<file path="src/psl_params.svh">
// constants for the pid sleep / limit supervisor: offsets, resets, timing
// assumes a 125 MHz clk and a 0.1 s control tick derived from it
//
// Behaviour
// - sleep starts when the pid output or frequency command stays below the sleep start level (default 0.0 Hz) longer than the sleep delay.
// - the sleep delay (up to 25.5 s) governs entering and leaving sleep, and a delay of zero disables sleep.
// - on sleep the motor is stopped with the currently selected stopping method.
// - the sleep start level is clamped to the lower of maximum output frequency and the command upper limit.
// - the target ramps with its own ramp time of 0.0 to 20.0 s, bypassed when an input is assigned soft-start code 49.
// - with target source select 1 and no analog target input, the fixed target of 0.00 to 100.00 percent is used.
// - the units code selects 0.01 Hz, percent, r/min or user scaling for 0 to 3, and resets to 1.
// - the pid output lower limit lies within -100 to 100 percent of maximum frequency and zero disables it.
// - the pid input is clamped to plus and minus the input limit, up to and defaulting to 1000 percent.
// - feedback high is flagged when feedback stays above the high level (default 100 percent) longer than the high time (default 1.0 s).
// - display full scale (1 to 60000) and decimals (0 to 3) are writable only while the units code is 3.
// - while pid is active the monitor shows the corrected reference for select 0 and the raw reference for select 1.
// - with reverse select 2 at 0 a negative pid output is clamped to zero and stops output, at 1 (reset) it reverses.
// - in trim modes 3 and 4 reverse select 2 has no effect and the pid output is not limited.
// - when reverse running is prohibited, reverse select 2 is ignored and negative output never reverses.
// - in detection mode 0 the code 41 output follows feedback high, with no alarm, and releases on return to normal.
`ifndef PSL_PARAMS_SVH
`define PSL_PARAMS_SVH

// register byte offsets
`define PSL_OFF_SLEEP_LVL 8'h00
`define PSL_OFF_SLEEP_DLY 8'h04
`define PSL_OFF_STOP_CFG 8'h08
`define PSL_OFF_RAMP 8'h0C
`define PSL_OFF_TGT_SRC 8'h10
`define PSL_OFF_FIXED_TGT 8'h14
`define PSL_OFF_UNITS 8'h18
`define PSL_OFF_LOW_LIM 8'h1C
`define PSL_OFF_IN_LIM 8'h20
`define PSL_OFF_FBH_LVL 8'h24
`define PSL_OFF_FBH_TIME 8'h28
`define PSL_OFF_DISP_FULL 8'h2C
`define PSL_OFF_DISP_DEC 8'h30
`define PSL_OFF_MON_SEL 8'h34
`define PSL_OFF_REV_SEL2 8'h38
`define PSL_OFF_MODE 8'h3C
`define PSL_OFF_MAX_FREQ 8'h40
`define PSL_OFF_UPPER 8'h44
`define PSL_OFF_STATUS 8'h48
`define PSL_OFF_TGT_MON 8'h4C
`define PSL_OFF_FREQ_MON 8'h50

// field positions
`define PSL_F_REV_PROHIBIT 2
`define PSL_F_TGT_SEL 0
`define PSL_F_ANA_TGT 1
`define PSL_F_SOFT_DI 2
`define PSL_F_FB_MODE 4
`define PSL_F_REFUSED 4

// reset values
`define PSL_RST_UNITS 2'h1
`define PSL_RST_IN_LIM 16'h2710
`define PSL_RST_FBH_LVL 8'h64
`define PSL_RST_FBH_TIME 8'h0A
`define PSL_RST_REV_SEL2 1'h1
`define PSL_RST_MAX_FREQ 16'h1770
`define PSL_RST_UPPER 16'h1770
`define PSL_RST_DISP_FULL 16'h2710
`define PSL_RST_DISP_DEC 2'h2

// ranges and encodings
`define PSL_RAMP_MAX 8'hC8
`define PSL_PCT_FULL 16'h2710
`define PSL_LOW_LIM_MAX 16'h03E8
`define PSL_IN_LIM_MAX 16'h2710
`define PSL_IN_LIM_SCALE 18'h0_000A
`define PSL_FBH_LVL_MAX 8'h64
`define PSL_FBH_SCALE 16'h0064
`define PSL_DISP_FULL_MAX 16'hEA60
`define PSL_UNITS_USER 2'h3
`define PSL_MODE_TRIM_A 3'h3
`define PSL_MODE_TRIM_B 3'h4
`define PSL_FB_MODE_MFO 3'h0
`define PSL_PERMILLE 33'h0_0000_03E8

// control tick: 0.1 s at 125 MHz
`define PSL_TICK_MS 100
`define PSL_CLK_KHZ 125000
`define PSL_TICK_CYCLES (`PSL_TICK_MS * `PSL_CLK_KHZ)

`endif

</file>
<file path="src/psl_pkg.sv">
// types shared by the supervisor and its qualification timer
// assumes psl_params.svh supplies the numeric constants
`default_nettype none

package psl_pkg;

  typedef enum logic {
    PSL_RUN = 1'b0,
    PSL_SLEEP = 1'b1
  } psl_sleep_t;

  typedef struct packed {
    logic [8:0] cnt;
  } psl_qual_state_t;

  typedef struct packed {
    logic ack;
    logic [31:0] rdata;
    logic [23:0] tick_cnt;
    logic [15:0] sleep_lvl;
    logic [7:0] sleep_dly;
    logic [1:0] stop_meth;
    logic rev_prohibit;
    logic [7:0] ramp_time;
    logic tgt_sel;
    logic ana_tgt;
    logic soft_di;
    logic [15:0] fixed_tgt;
    logic [1:0] units;
    logic signed [15:0] low_lim;
    logic [15:0] in_lim;
    logic [7:0] fbh_lvl;
    logic [7:0] fbh_time;
    logic [15:0] disp_full;
    logic [1:0] disp_dec;
    logic mon_sel;
    logic rev_sel2;
    logic [2:0] pid_mode;
    logic [2:0] fb_mode;
    logic [15:0] max_freq;
    logic [15:0] upper;
    logic refused;
    psl_sleep_t sleep;
    logic fb_high;
    logic [15:0] tgt;
    logic signed [17:0] pid_in;
    logic [15:0] drive_hz;
    logic reverse;
    logic stop_req;
    logic [15:0] freq_mon;
  } psl_state_t;

endpackage : psl_pkg

`default_nettype wire

</file>
<file path="src/psl_qual_if.sv">
// condition / limit / expiry bundle between the supervisor and a timer
// assumes all signals live on the supervisor clock
`default_nettype none

interface psl_qual_if;
  logic tick;
  logic cond;
  logic [7:0] limit;
  logic expired;

  modport timer (input tick, input cond, input limit, output expired);
  modport user (output tick, output cond, output limit, input expired);
endinterface : psl_qual_if

`default_nettype wire

</file>
<file path="src/psl_qual_timer.sv">
// qualification timer: counts 0.1 s ticks while a condition holds
// assumes tick is a one-cycle enable and limit is in ticks
`default_nettype none

module psl_qual_timer (
  // clock and reset
  input wire logic clk,
  input wire logic rst,
  // condition and expiry
  psl_qual_if.timer q
);
  import psl_pkg::*;

  psl_qual_state_t cur, nxt;

  // "longer than": expiry needs one tick past the limit
  assign q.expired = q.cond && (cur.cnt > {1'b0, q.limit});

  always_comb begin
    nxt = cur;
    if (!q.cond) begin
      nxt.cnt = 9'h000;
    end else if (q.tick && (cur.cnt <= {1'b0, q.limit})) begin
      nxt.cnt = cur.cnt + 9'h001;
    end
  end

  always_ff @(posedge clk) begin
    if (rst) begin
      cur <= '0;
    end else begin
      cur <= nxt;
    end
  end
endmodule : psl_qual_timer

`default_nettype wire

</file>
<file path="src/psl_supervisor.sv">
// pid sleep, target ramp, pid limits and feedback-high supervisor
// assumes pid math and frequency command come from logic on clk
//
// The register offsets and the Avalon-MM interface to the registers were left to the implementer.
`include "psl_params.svh"
`default_nettype none

module psl_supervisor #(
  parameter int unsigned TICK_CYCLES = `PSL_TICK_CYCLES
) (
  // clock and reset
  input wire logic clk,
  input wire logic rst,
  // avalon-mm slave
  input wire logic [7:0] avs_address,
  input wire logic avs_read,
  input wire logic avs_write,
  input wire logic [31:0] avs_writedata,
  input wire logic [3:0] avs_byteenable,
  output logic [31:0] avs_readdata,
  output logic avs_waitrequest,
  // process values (0.01 Hz, 0.1 % and 0.01 % of max frequency)
  input wire logic [15:0] freq_cmd,
  input wire logic signed [15:0] pid_out,
  input wire logic signed [15:0] feedback,
  input wire logic [15:0] analog_target,
  // controller side
  output logic [15:0] pid_target,
  output logic signed [17:0] pid_input,
  // drive side
  output logic [15:0] drive_freq,
  output logic drive_reverse,
  output logic stop_request,
  output logic [1:0] stop_method_select,
  output logic [15:0] freq_ref_monitor,
  output logic fb_high_output,
  // display encoding
  output logic [1:0] target_units_code,
  output logic [15:0] user_display_fullscale,
  output logic [1:0] user_display_decimals
);
  import psl_pkg::*;

  psl_state_t cur, nxt;
  psl_qual_if sq ();
  psl_qual_if fq ();

  logic [31:0] rd_val;
  logic [31:0] wr_val;
  logic tick, wr_go, trim, pid_act, rev_ok, neg, neg_stop;
  logic below, fb_cond, sleeping, sleep_en;
  logic signed [15:0] pid_lim;
  logic [16:0] mag;
  logic [32:0] prod;
  logic [15:0] cap, pid_hz, trim_hz, run_hz, lvl_eff, tgt_src, step;
  logic signed [17:0] err, in_lim_x;
  logic [16:0] trim_sum;

  function automatic logic [31:0] be_merge(input logic [31:0] old,
                                           input logic [31:0] d,
                                           input logic [3:0] be);
    logic [31:0] r;
    r = old;
    for (int i = 0; i < 4; i++) begin
      if (be[i]) begin
        r[8*i +: 8] = d[8*i +: 8];
      end
    end
    return r;
  endfunction : be_merge

  // one wait state: request seen, answer one cycle later
  assign avs_waitrequest = (avs_read || avs_write) && !cur.ack;
  assign wr_go = avs_write && cur.ack;
  assign tick = (cur.tick_cnt == 24'(TICK_CYCLES - 1));
  assign sleeping = (cur.sleep == PSL_SLEEP);

  always_comb begin
    case (avs_address)
      `PSL_OFF_SLEEP_LVL: rd_val = {16'h0000, cur.sleep_lvl};
      `PSL_OFF_SLEEP_DLY: rd_val = {24'h00_0000, cur.sleep_dly};
      `PSL_OFF_STOP_CFG: rd_val = {29'h0000_0000, cur.rev_prohibit,
                                   cur.stop_meth};
      `PSL_OFF_RAMP: rd_val = {24'h00_0000, cur.ramp_time};
      `PSL_OFF_TGT_SRC: rd_val = {29'h0000_0000, cur.soft_di, cur.ana_tgt,
                                  cur.tgt_sel};
      `PSL_OFF_FIXED_TGT: rd_val = {16'h0000, cur.fixed_tgt};
      `PSL_OFF_UNITS: rd_val = {30'h0000_0000, cur.units};
      `PSL_OFF_LOW_LIM: rd_val = {16'h0000, cur.low_lim};
      `PSL_OFF_IN_LIM: rd_val = {16'h0000, cur.in_lim};
      `PSL_OFF_FBH_LVL: rd_val = {24'h00_0000, cur.fbh_lvl};
      `PSL_OFF_FBH_TIME: rd_val = {24'h00_0000, cur.fbh_time};
      `PSL_OFF_DISP_FULL: rd_val = {16'h0000, cur.disp_full};
      `PSL_OFF_DISP_DEC: rd_val = {30'h0000_0000, cur.disp_dec};
      `PSL_OFF_MON_SEL: rd_val = {31'h0000_0000, cur.mon_sel};
      `PSL_OFF_REV_SEL2: rd_val = {31'h0000_0000, cur.rev_sel2};
      `PSL_OFF_MODE: rd_val = {25'h000_0000, cur.fb_mode, 1'b0,
                               cur.pid_mode};
      `PSL_OFF_MAX_FREQ: rd_val = {16'h0000, cur.max_freq};
      `PSL_OFF_UPPER: rd_val = {16'h0000, cur.upper};
      `PSL_OFF_STATUS: rd_val = {27'h000_0000, cur.refused, cur.stop_req,
                                 cur.reverse, cur.fb_high, sleeping};
      `PSL_OFF_TGT_MON: rd_val = {16'h0000, cur.tgt};
      `PSL_OFF_FREQ_MON: rd_val = {16'h0000, cur.freq_mon};
      default: rd_val = 32'h0000_0000;
    endcase
    wr_val = be_merge(rd_val, avs_writedata, avs_byteenable);
  end

  // datapath
  always_comb begin
    trim = (cur.pid_mode == `PSL_MODE_TRIM_A) ||
           (cur.pid_mode == `PSL_MODE_TRIM_B);
    pid_act = (cur.pid_mode != 3'h0);
    cap = (cur.max_freq < cur.upper) ? cur.max_freq : cur.upper;
    lvl_eff = (cur.sleep_lvl < cap) ? cur.sleep_lvl : cap;
    tgt_src = (cur.tgt_sel && !cur.ana_tgt) ? cur.fixed_tgt
                                             : analog_target;
    step = `PSL_PCT_FULL / ((cur.ramp_time == 8'h00) ? 16'h0001
                            : {8'h00, cur.ramp_time});
    err = $signed({2'b00, cur.tgt}) - $signed({{2{feedback[15]}}, feedback});
    in_lim_x = $signed(18'({2'b00, cur.in_lim} * `PSL_IN_LIM_SCALE));
    // trim modes pass the output untouched, otherwise lower limit applies
    pid_lim = pid_out;
    if (!trim && (cur.low_lim != 16'h0000) && (pid_out < cur.low_lim)) begin
      pid_lim = cur.low_lim;
    end
    neg = pid_lim < 16'sh0000;
    rev_ok = !trim && cur.rev_sel2 && !cur.rev_prohibit;
    neg_stop = !trim && neg && !rev_ok;
    mag = neg ? 17'(-$signed({pid_lim[15], pid_lim}))
              : {1'b0, pid_lim};
    if (neg_stop) begin
      mag = 17'h0_0000;
    end
    prod = 33'(({16'h0000, mag} * {17'h0_0000, cur.max_freq})
               / `PSL_PERMILLE);
    pid_hz = (prod > {17'h0_0000, cap}) ? cap : prod[15:0];
    // trim: pid correction added to or taken from the command
    if (neg) begin
      trim_sum = (freq_cmd > pid_hz) ? {1'b0, freq_cmd - pid_hz} : 17'h0_0000;
    end else begin
      trim_sum = {1'b0, freq_cmd} + {1'b0, pid_hz};
    end
    trim_hz = (trim_sum > {1'b0, cap}) ? cap : trim_sum[15:0];
    run_hz = !pid_act ? freq_cmd : (trim ? trim_hz : pid_hz);
    below = run_hz < lvl_eff;
    sleep_en = (cur.sleep_dly != 8'h00);
    fb_cond = $signed({feedback[15], feedback}) >
              $signed({1'b0, 16'(cur.fbh_lvl * `PSL_FBH_SCALE)});
  end

  assign sq.tick = tick;
  assign sq.limit = cur.sleep_dly;
  // same delay qualifies leaving sleep once the level comes back
  assign sq.cond = sleep_en && (sleeping ? !below : below);
  assign fq.tick = tick;
  assign fq.limit = cur.fbh_time;
  assign fq.cond = fb_cond;

  psl_qual_timer u_sleep_timer (
    .clk (clk),
    .rst (rst),
    .q (sq.timer)
  );

  psl_qual_timer u_fbh_timer (
    .clk (clk),
    .rst (rst),
    .q (fq.timer)
  );

  always_comb begin
    nxt = cur;
    nxt.ack = (avs_read || avs_write) && !cur.ack;
    if (avs_read && !cur.ack) begin
      nxt.rdata = rd_val;
    end
    nxt.tick_cnt = tick ? 24'h00_0000 : cur.tick_cnt + 24'h00_0001;
    if (wr_go) begin
      case (avs_address)
        `PSL_OFF_SLEEP_LVL: nxt.sleep_lvl = wr_val[15:0];
        `PSL_OFF_SLEEP_DLY: nxt.sleep_dly = wr_val[7:0];
        `PSL_OFF_STOP_CFG: begin
          nxt.stop_meth = wr_val[1:0];
          nxt.rev_prohibit = wr_val[`PSL_F_REV_PROHIBIT];
        end
        `PSL_OFF_RAMP: begin
          if (wr_val[7:0] <= `PSL_RAMP_MAX) nxt.ramp_time = wr_val[7:0];
          else nxt.refused = 1'b1;
        end
        `PSL_OFF_TGT_SRC: begin
          nxt.tgt_sel = wr_val[`PSL_F_TGT_SEL];
          nxt.ana_tgt = wr_val[`PSL_F_ANA_TGT];
          nxt.soft_di = wr_val[`PSL_F_SOFT_DI];
        end
        `PSL_OFF_FIXED_TGT: begin
          if (wr_val[15:0] <= `PSL_PCT_FULL) nxt.fixed_tgt = wr_val[15:0];
          else nxt.refused = 1'b1;
        end
        `PSL_OFF_UNITS: nxt.units = wr_val[1:0];
        `PSL_OFF_LOW_LIM: begin
          if ($signed(wr_val[15:0]) <= $signed(`PSL_LOW_LIM_MAX) &&
              $signed(wr_val[15:0]) >= -$signed(`PSL_LOW_LIM_MAX)) begin
            nxt.low_lim = wr_val[15:0];
          end else begin
            nxt.refused = 1'b1;
          end
        end
        `PSL_OFF_IN_LIM: begin
          if (wr_val[15:0] <= `PSL_IN_LIM_MAX) nxt.in_lim = wr_val[15:0];
          else nxt.refused = 1'b1;
        end
        `PSL_OFF_FBH_LVL: begin
          if (wr_val[7:0] <= `PSL_FBH_LVL_MAX) nxt.fbh_lvl = wr_val[7:0];
          else nxt.refused = 1'b1;
        end
        `PSL_OFF_FBH_TIME: nxt.fbh_time = wr_val[7:0];
        `PSL_OFF_DISP_FULL: begin
          if (cur.units == `PSL_UNITS_USER && wr_val[15:0] != 16'h0000 &&
              wr_val[15:0] <= `PSL_DISP_FULL_MAX) begin
            nxt.disp_full = wr_val[15:0];
          end else begin
            nxt.refused = 1'b1;
          end
        end
        `PSL_OFF_DISP_DEC: begin
          if (cur.units == `PSL_UNITS_USER) nxt.disp_dec = wr_val[1:0];
          else nxt.refused = 1'b1;
        end
        `PSL_OFF_MON_SEL: nxt.mon_sel = wr_val[0];
        `PSL_OFF_REV_SEL2: nxt.rev_sel2 = wr_val[0];
        `PSL_OFF_MODE: begin
          nxt.pid_mode = wr_val[2:0];
          nxt.fb_mode = wr_val[`PSL_F_FB_MODE +: 3];
        end
        `PSL_OFF_MAX_FREQ: nxt.max_freq = wr_val[15:0];
        `PSL_OFF_UPPER: nxt.upper = wr_val[15:0];
        `PSL_OFF_STATUS: begin
          if (wr_val[`PSL_F_REFUSED]) nxt.refused = 1'b0;
        end
        default: ;
      endcase
    end
    // sleep entry and exit
    if (!sleep_en) begin
      nxt.sleep = PSL_RUN;
    end else if (sq.expired) begin
      nxt.sleep = sleeping ? PSL_RUN : PSL_SLEEP;
    end
    // target ramp, bypassed by soft-start input or zero time
    if (cur.ramp_time == 8'h00 || cur.soft_di) begin
      nxt.tgt = tgt_src;
    end else if (tick && cur.tgt < tgt_src) begin
      nxt.tgt = (tgt_src - cur.tgt > step) ? cur.tgt + step : tgt_src;
    end else if (tick && cur.tgt > tgt_src) begin
      nxt.tgt = (cur.tgt - tgt_src > step) ? cur.tgt - step : tgt_src;
    end
    if (err > in_lim_x) nxt.pid_in = in_lim_x;
    else if (err < -in_lim_x) nxt.pid_in = -in_lim_x;
    else nxt.pid_in = err;
    nxt.fb_high = fq.expired;
    nxt.stop_req = (nxt.sleep == PSL_SLEEP) || (pid_act && neg_stop);
    nxt.drive_hz = nxt.stop_req ? 16'h0000 : run_hz;
    nxt.reverse = pid_act && rev_ok && neg && !nxt.stop_req;
    nxt.freq_mon = (pid_act && !cur.mon_sel) ? run_hz : freq_cmd;
  end

  always_ff @(posedge clk) begin
    if (rst) begin
      cur <= '0;
      cur.units <= `PSL_RST_UNITS;
      cur.in_lim <= `PSL_RST_IN_LIM;
      cur.fbh_lvl <= `PSL_RST_FBH_LVL;
      cur.fbh_time <= `PSL_RST_FBH_TIME;
      cur.rev_sel2 <= `PSL_RST_REV_SEL2;
      cur.max_freq <= `PSL_RST_MAX_FREQ;
      cur.upper <= `PSL_RST_UPPER;
      cur.disp_full <= `PSL_RST_DISP_FULL;
      cur.disp_dec <= `PSL_RST_DISP_DEC;
      cur.sleep <= PSL_RUN;
    end else begin
      cur <= nxt;
    end
  end

  assign avs_readdata = cur.rdata;
  assign pid_target = cur.tgt;
  assign pid_input = cur.pid_in;
  assign drive_freq = cur.drive_hz;
  assign drive_reverse = cur.reverse;
  assign stop_request = cur.stop_req;
  assign stop_method_select = cur.stop_meth;
  assign freq_ref_monitor = cur.freq_mon;
  assign fb_high_output = cur.fb_high && (cur.fb_mode == `PSL_FB_MODE_MFO);
  assign target_units_code = cur.units;
  assign user_display_fullscale = cur.disp_full;
  assign user_display_decimals = cur.disp_dec;
endmodule : psl_supervisor

`default_nettype wire

</file>
<file path="config.mk">
export PLATFORM = sky130hd
export DESIGN_NAME = psl_supervisor
export DESIGN_NICKNAME = d
export VERILOG_FILES = /design/src/psl_pkg.sv /design/src/psl_qual_if.sv /design/src/psl_qual_timer.sv /design/src/psl_supervisor.sv
export VERILOG_INCLUDE_DIRS = /design/src /design/src/src
export SDC_FILE = /design/constraint.sdc
export NUM_CORES = 2
export LEC_CHECK = 0
export BUFFER_PORTS_ARGS = -buffer_cell sky130_fd_sc_hd__buf_2
export CAP_MARGIN = 20
export CORE_ASPECT_RATIO = 0.6
export CORE_UTILIZATION = 59
export DETAILED_ROUTE_END_ITERATION = 6
export GPL_TIMING_DRIVEN = 0
export PLACE_DENSITY = 0.8
export SYNTH_ARGS = -nofsm -noshare
export SYNTH_HDL_FRONTEND = slang
export SYNTH_HIERARCHICAL = 1
export SYNTH_SLANG_ARGS = --single-unit
</file>
<file path="constraint.sdc">
create_clock -name clk -period 38.1 [get_ports clk]
set_input_delay 1.905 -clock clk [delete_from_list [all_inputs] [get_ports clk]]
set_output_delay 1.905 -clock clk [all_outputs]
set_load 0.02 [all_outputs]
</file>
==> Word-level counts from Yosys, hierarchy flattened <==
Cells that the tools add are included.
{ "totals": {"regBits": 308, "inputBits": 112, "out_inout_bits": 124, "wordCells": 220} }
{ "classes": {"n_addsub": 12, "mul": 3, "n_div": 2, "magnitude_cmp": 25, "n_eq_ne": 31, "muxes": 36, "n_bitwise": 2, "reduce_logical": 72} }
{ "ops": {"columns": ["cell", "n"], "rows": [
  ["16-bit one-hot mux with 21 select lines", 1],
  ["16-bit 2-to-1 mux", 15],
  ["16-bit > comparator", 5],
  ["16-bit less-than comparator", 5],
  ["8-bit by 6-bit == test with 1-bit output (second input constant)", 8],
  ["16-bit subtractor", 4],
  ["17-bit 2-to-1 mux", 3],
  ["8-bit by 7-bit == test with 1-bit output (second input constant)", 5],
  ["18-bit 2-to-1 mux", 2],
  ["33-bit by 10-bit divider with 33-bit output (second input constant)", 1],
  ["33-bit by 16-bit > comparator with 1-bit output", 1],
  ["17-bit by 16-bit multiplier with 33-bit output", 1],
  ["8-bit by 5-bit == test with 1-bit output (second input constant)", 4],
  ["16-bit nonzero test", 2],
  ["1-bit logical AND", 26],
  ["24-bit by 1-bit adder with 24-bit output (second input constant)", 1],
  ["24-bit == test (second input constant)", 1],
  ["8-bit 2-to-1 mux", 3],
  ["2-bit AND reduction", 11],
  ["3-bit AND reduction", 7],
  ["9-bit by 1-bit adder with 9-bit output (second input constant)", 2],
  ["18-bit > comparator", 1],
  ["9-bit by 8-bit > comparator with 1-bit output", 2],
  ["9-bit by 8-bit less-or-equal comparator with 1-bit output", 2],
  ["other kinds (35)", 70]
]} }

==> Longest topological paths before layout <==
{ "depth": {"ltp_word": 31, "mapped_depth": 196, "ltp_nobuf": 182} }

==> Modules after synthesis <==
Netlist, hierarchy kept.
{ "by_module_without_submodules": {"columns": ["mod", "instances", "cells_per_inst", "area_per_inst_um2", "seq_area_each_um2"], "rows": [
  ["psl_supervisor", 1, 6043, 46076.7, 5485.3],
  ["psl_qual_timer", 2, 78, 645.6, 180.2]
]} }

==> Least setup slack after synthesis <==
Ideal clock, no wire load.
{ "synth_timing": {"path_kind": "in2reg", "from": "input pid_out[13]", "to": "register cur (netlist bit drive_freq[15])", "setup_ns": 0.086, "arrival_time_ns": 38.392, "t_required_ns": 38.014, "setup_slack_ns": -0.378, "cell_stages": 176, "path_buffers": 12, "cell_sequence": "ha_1 > a21o_1 > a211oi_1 > o41a_1 > o21ai_1 > a2111oi_2 > clkbuf_1 > mux2i_1 > ha_1 > nand2_1 > nor2_1 > and3_1 > nand3_1 > or2_2 > o31a_1 > o22ai_1 > clkbuf_1 > nand2_1 > [140 not listed] > a21oi_1 > nor2b_1 > o21ai_0 > nand2b_1 > a21oi_1 > nor2b_1 > o21ai_0 > o211a_1 > inv_1 > or3_1 > a21oi_1 > and2_1 > xnor2_1 > nor2_1 > a31oi_1 > nand2_1 > buf_4 > a211oi_1"} }
{ "synth_via": {"elab_chain_len": 27, "elab_cells_between_ends": 32, "classes_between": "3 x add/sub; 1 x mul; 1 x div; 6 x order compare; 12 x mux; 9 x reduce/logical"} }
{ "synth_lines": {"columns": ["item", "line_no", "rtl"], "rows": [
  ["start, declared", "psl_supervisor.sv:24", "input wire logic signed [15:0] pid_out,"],
  ["16-bit less-than comparator", "psl_supervisor.sv:125", "if (!trim && (cur.low_lim != 16'h0000) && (pid_out < cur.low_lim)) begin"],
  ["1-bit logical AND", "psl_supervisor.sv:125", null],
  ["16-bit 2-to-1 mux (*)", "psl_supervisor.sv:125", null],
  ["16-bit by 1-bit less-than comparator with 1-bit output", "psl_supervisor.sv:128", "neg = pid_lim < 16'sh0000;"],
  ["1-bit logical AND (2 in a row)", "psl_supervisor.sv:130", "neg_stop = !trim && neg && !rev_ok;"],
  ["17-bit 2-to-1 mux", "psl_supervisor.sv:133", "if (neg_stop) begin"],
  ["17-bit by 16-bit multiplier with 33-bit output", "psl_supervisor.sv:136", "prod = 33'(({16'h0000, mag} * {17'h0_0000, cur.max_freq})"],
  ["33-bit by 10-bit divider with 33-bit output (no source line)", null, null],
  ["[9 not listed]", null, null],
  ["via run_hz[9]", "psl_supervisor.sv:55", "logic [15:0] cap, pid_hz, trim_hz, run_hz, lvl_eff, tgt_src, step;"],
  ["[3 not listed]", null, null],
  ["1-bit logical AND (*)", "psl_supervisor.sv:156", "assign sq.cond = sleep_en && (sleeping ? !below : below);"],
  ["via sq.cond", "psl_qual_if.sv:7", "logic cond;"],
  ["1-bit logical AND (*)", "psl_qual_timer.sv:17", "assign q.expired = q.cond && (cur.cnt > {1'b0, q.limit});"],
  ["via sq.expired", "psl_qual_if.sv:9", "logic expired;"],
  ["1-bit 2-to-1 mux (*)", "psl_supervisor.sv:248", "end else if (sq.expired) begin"],
  ["1-bit 2-to-1 mux (*)", "psl_supervisor.sv:246", "if (!sleep_en) begin"],
  ["1-bit logical OR (*)", "psl_supervisor.sv:263", "nxt.stop_req = (nxt.sleep == PSL_SLEEP) || (pid_act && neg_stop);"],
  ["2-bit OR reduction (no source line) (*)", null, null],
  ["end signal, assigned", "psl_supervisor.sv:283", "cur <= nxt;"],
  ["end, declared", "psl_supervisor.sv:44", "psl_state_t cur, nxt;"]
]} }
The timed path passes the listed nets; every way through them passes the cells marked *.
A chain may end at the register's enable or synchronous reset.

==> Worst setup path after layout <==
{ "layout_timing": {"from": "input pid_out[9]", "to": "register cur (netlist bit drive_reverse)"} }
{ "layout_via": {"elab_chain_len": 28, "elab_cells_between_ends": 34, "classes_between": "3 x add/sub; 1 x mul; 1 x div; 6 x order compare; 12 x mux; 11 x reduce/logical"} }
{ "layout_lines": {"columns": ["item", "line_no", "rtl"], "rows": [
  ["16-bit less-than comparator", "psl_supervisor.sv:125", null],
  ["1-bit logical AND", "psl_supervisor.sv:125", null],
  ["16-bit 2-to-1 mux (*)", "psl_supervisor.sv:125", null],
  ["16-bit by 1-bit less-than comparator with 1-bit output", "psl_supervisor.sv:128", null],
  ["1-bit logical AND (2 in a row)", "psl_supervisor.sv:130", null],
  ["17-bit 2-to-1 mux", "psl_supervisor.sv:133", null],
  ["17-bit by 16-bit multiplier with 33-bit output", "psl_supervisor.sv:136", null],
  ["33-bit by 10-bit divider with 33-bit output (no source line)", null, null],
  ["[9 not listed]", null, null],
  ["via run_hz[9]", "psl_supervisor.sv:55", null],
  ["[4 not listed]", null, null],
  ["via sq.cond", "psl_qual_if.sv:7", null],
  ["1-bit logical AND (*)", "psl_qual_timer.sv:17", null],
  ["via sq.expired", "psl_qual_if.sv:9", null],
  ["1-bit 2-to-1 mux (*)", "psl_supervisor.sv:248", null],
  ["1-bit 2-to-1 mux (*)", "psl_supervisor.sv:246", null],
  ["1-bit logical OR (*)", "psl_supervisor.sv:263", null],
  ["1-bit zero test (*)", "psl_supervisor.sv:265", "nxt.reverse = pid_act && rev_ok && neg && !nxt.stop_req;"],
  ["1-bit logical AND (*)", "psl_supervisor.sv:265", null]
]} }
Marked as above.

==> results.json <==
{
  "slowest_stage": "fa_1",
  "required_ns": 38.56,
  "finalMaxSlewViolations": 0,
  "firstDrtPassIters": 7,
  "cts-buffers-inserted": 34,
  "syn_inst": 6199,
  "clkLatencyLatePin_ns": 0.57,
  "num_rows": 80,
  "die_area_um2": 81500,
  "arrival_ns": 39.31,
  "netlist_area_um2": 47400,
  "synth_top_family_by_area": "compound AO/OA/AOI/OAI gates",
  "min_path_cells": 1,
  "crit_buf_inv": 28,
  "finalSetupViolCount": 20,
  "yosysSeqAreaShare_pct": 12.3,
  "dr.first_iter.drc_count": 7594,
  "pre_cts_slack_ns": -8.61,
  "regArea_um2": 5850,
  "grt_pass1_wl_um": 278000,
  "syn_to_final_growth_pct": 20.8,
  "slew_headroom_pct": 11.4,
  "gp_congestion": 1.08,
  "worst_slack_ns": -0.749,
  "io_pins": 236,
  "status": "finished with violations",
  "hold_buffers": 0,
  "synth_adder_area_share_pct": 23.8,
  "async_reset_ff_share_pct": 0,
  "synth_compound_area_share_pct": 24.5,
  "ys_types": 163,
  "cp-end-kind": "flop",
  "cts.clk_slew.worst_paths_ns": 0.06,
  "startpoint_type": "input pin",
  "nets": 7658,
  "synth_edf_count": 0,
  "max_freq_ghz": 0.0257,
  "initial_utilization_pct": 59.6,
  "rsz0062_at_grt": "true",
  "clock-sinks": 292,
  "cp_common_cell": "a21oi_2",
  "synth-simple-area-share_pct": 21.0,
  "fin_crit_ns": 38.85,
  "ys_ff_latch": 292,
  "r2r-start": "cur[166]",
  "cp-endpoint": "drive_reverse",
  "worst_pin_slew_ns": 1.32,
  "period_share_pct": 102,
  "reg2reg_depth": 183,
  "ys.flop_type": "dfxtp_1",
  "core_um2": 79500,
  "wl_um": 193000,
  "fin_skew_ns": 0.0186,
  "yosys.area.top_type": "ha_1",
  "finalHoldViolCount": 0,
  "die_w_um": 368,
  "vias": 52100,
  "antenna_found_initial": 6,
  "synthXorXnorAreaFrac_pct": 4.96,
  "r2r_end": "drive_reverse",
  "violations": "setup timing",
  "ys_warn_count": 6,
  "grt_usage_pct": 43.5,
  "drv_cap": 0,
  "min_path_type": "reg -> reg",
  "critical_path.max_stage_delay_ns": 0.58,
  "htreeDepth": 2,
  "crit_fanout": 10,
  "grt_max_degree": 18,
  "clockRootBuffer": "clkbuf_16",
  "synth_top_area_share_pct": 14.4,
  "via_per_inst": 6.62,
  "rrSetupSlack_ns": -0.08,
  "nFillCells": 6121,
  "path_depth": 183,
  "grt_pass1_vias": 46200,
  "yosys-top-cells-area": "ha_1, dfxtp_1, fa_1",
  "crit_start": "pid_out[9]",
  "path_delay_family": "compound AO/OA/AOI/OAI gates",
  "hpwl_um": 146000,
  "syn_avg_cell_area_um2": 7.64,
  "hp-start": "cur[233]",
  "overflow": 0,
  "routedWlPerCell_um": 24.5,
  "route.detailed.drc": 0,
  "clockBufferDepth": 3,
  "portBuffers": 200,
  "drive_gt1_share_pct": 21.0,
  "critPathKind": "in -> reg",
  "fp.dieH_um": 221,
  "ant_nets": 0,
  "cts_tree": "built",
  "synth_mux_area_share_pct": 4.56,
  "multiInputGateArea_um2": 40700
}
## kinds of logic (layout without fill, tap and decap cells)
group	after synthesis	in the layout
muxes	202	202
buffers and inverters	932	1509
DFF	292	292
adders and majority gates	773	773
xor gates and xnor gates	254	254
AOI/OAI and AO/OA	1679	1679
and+or+nand+nor	2065	2065
other	2	37
## timing repair
action	in CTS	in global routing
pin swaps	109	261
endpoints found under the setup margin	60	49
gates cloned	1	4
gates resized for setup	403	407
endpoints found under the hold margin	0	0
buffers inserted	129	172
## per-stage QoR
stage | util (%) | hold WS, ns | cell area [µm²] | setup TNS [ns] | cells
after floorplan | - | 0.426 | 47500 | 0 | 6229
after global placement | 62.7 | 0.448 | 49800 | -353.57 | 7495
after detailed placement | 62.8 | 0.455 | 49900 | -346.97 | 7507
after CTS | 68.1 | 0.470 | 54100 | 0 | 7696
after global routing | 72.0 | 0.479 | 57200 | -34.71 | 7874
final | 72.0 | 0.466 | 57200 | -11.97 | 7877
## worst min path at each step
stage / end
after global routing: cur[233]
after global placement: cur[233]
after CTS: cur[233]
after floorplan: cur[233]
after detailed placement: cur[233]
final: cur[233]
## metal layers
layer  up-vias  part of all wire, %  track usage [%]
met1     24600                   41             62.7
met3       679                   14             12.8
met5         -                0.027                0
met2      3821                   41             61.6
li1      23000                    -                -
met4         6                  4.5             14.0
## synth_stat cells, types with 19 or more instances
| library cell | instances |
|---|---|
| nand2_1 | 620 |
| nor2_1 | 589 |
| ha_1 | 546 |
| inv_1 | 529 |
| a21oi_1 | 476 |
| dfxtp_1 | 292 |
| o21ai_0 | 267 |
| fa_1 | 219 |
| clkbuf_1 | 194 |
| xnor2_1 | 170 |
| buf_4 | 153 |
| and2_1 | 148 |
| mux2i_1 | 144 |
| nand3_1 | 127 |
| a21o_1 | 118 |
| nor3_1 | 112 |
| nand4_1 | 77 |
| a22oi_1 | 73 |
| xor2_1 | 70 |
| o21a_1 | 68 |
| nand2b_1 | 66 |
| nor2b_1 | 61 |
| o21bai_1 | 57 |
| o211ai_1 | 53 |
| a31oi_1 | 51 |
| and3_1 | 48 |
| a211oi_1 | 47 |
| mux2_2 | 47 |
| o31ai_1 | 47 |
| or3_1 | 39 |
| a221oi_1 | 37 |
| a211o_1 | 36 |
| nor4_1 | 34 |
| o21ai_1 | 33 |
| o22ai_1 | 31 |
| buf_2 | 20 |
| or2_2 | 20 |
| or4_1 | 20 |
| a311oi_1 | 19 |
## state kept, by name (all words and copies together) (netlist names), 8 cells and up
register and flops:
avs_readdata 16, cur 151, drive_freq 16, fq.limit 8, freq_ref_monitor 16, pid_input 18
pid_target 16, sq.limit 8, u_fbh_timer/cur 9, u_sleep_timer/cur 9, user_display_fullscale 16
## cell usage in the layout (no fill, tap or decap), types with 154 or more instances in the layout
cell and instances:
buf_2 215, nor2_1 568, buf_4 437, nand2_1 600, fa_1 209, o21ai_0 230, inv_1 511, clkbuf_1 154
xnor2_1 158, ha_1 524, dfxtp_1 291, a21oi_1 430
## cell type report
type | instances | share of cell area [%]
Clock buffer | 45 | 1.68
Tap cell | 1066 | 2.33
Inverter | 540 | 3.60
Antenna cell | 5 | 0.0219
Timing Repair Buffer | 524 | 6.34
Multi-Input combinational cell | 5005 | 71.1
Buffer | 384 | 4.26
Clock inverter | 16 | 0.418
Sequential cell | 292 | 10.2
Power is left out: the tool's default activity adds up to more than one toggle a clock period on the data nets, which glitch-free logic cannot reach.
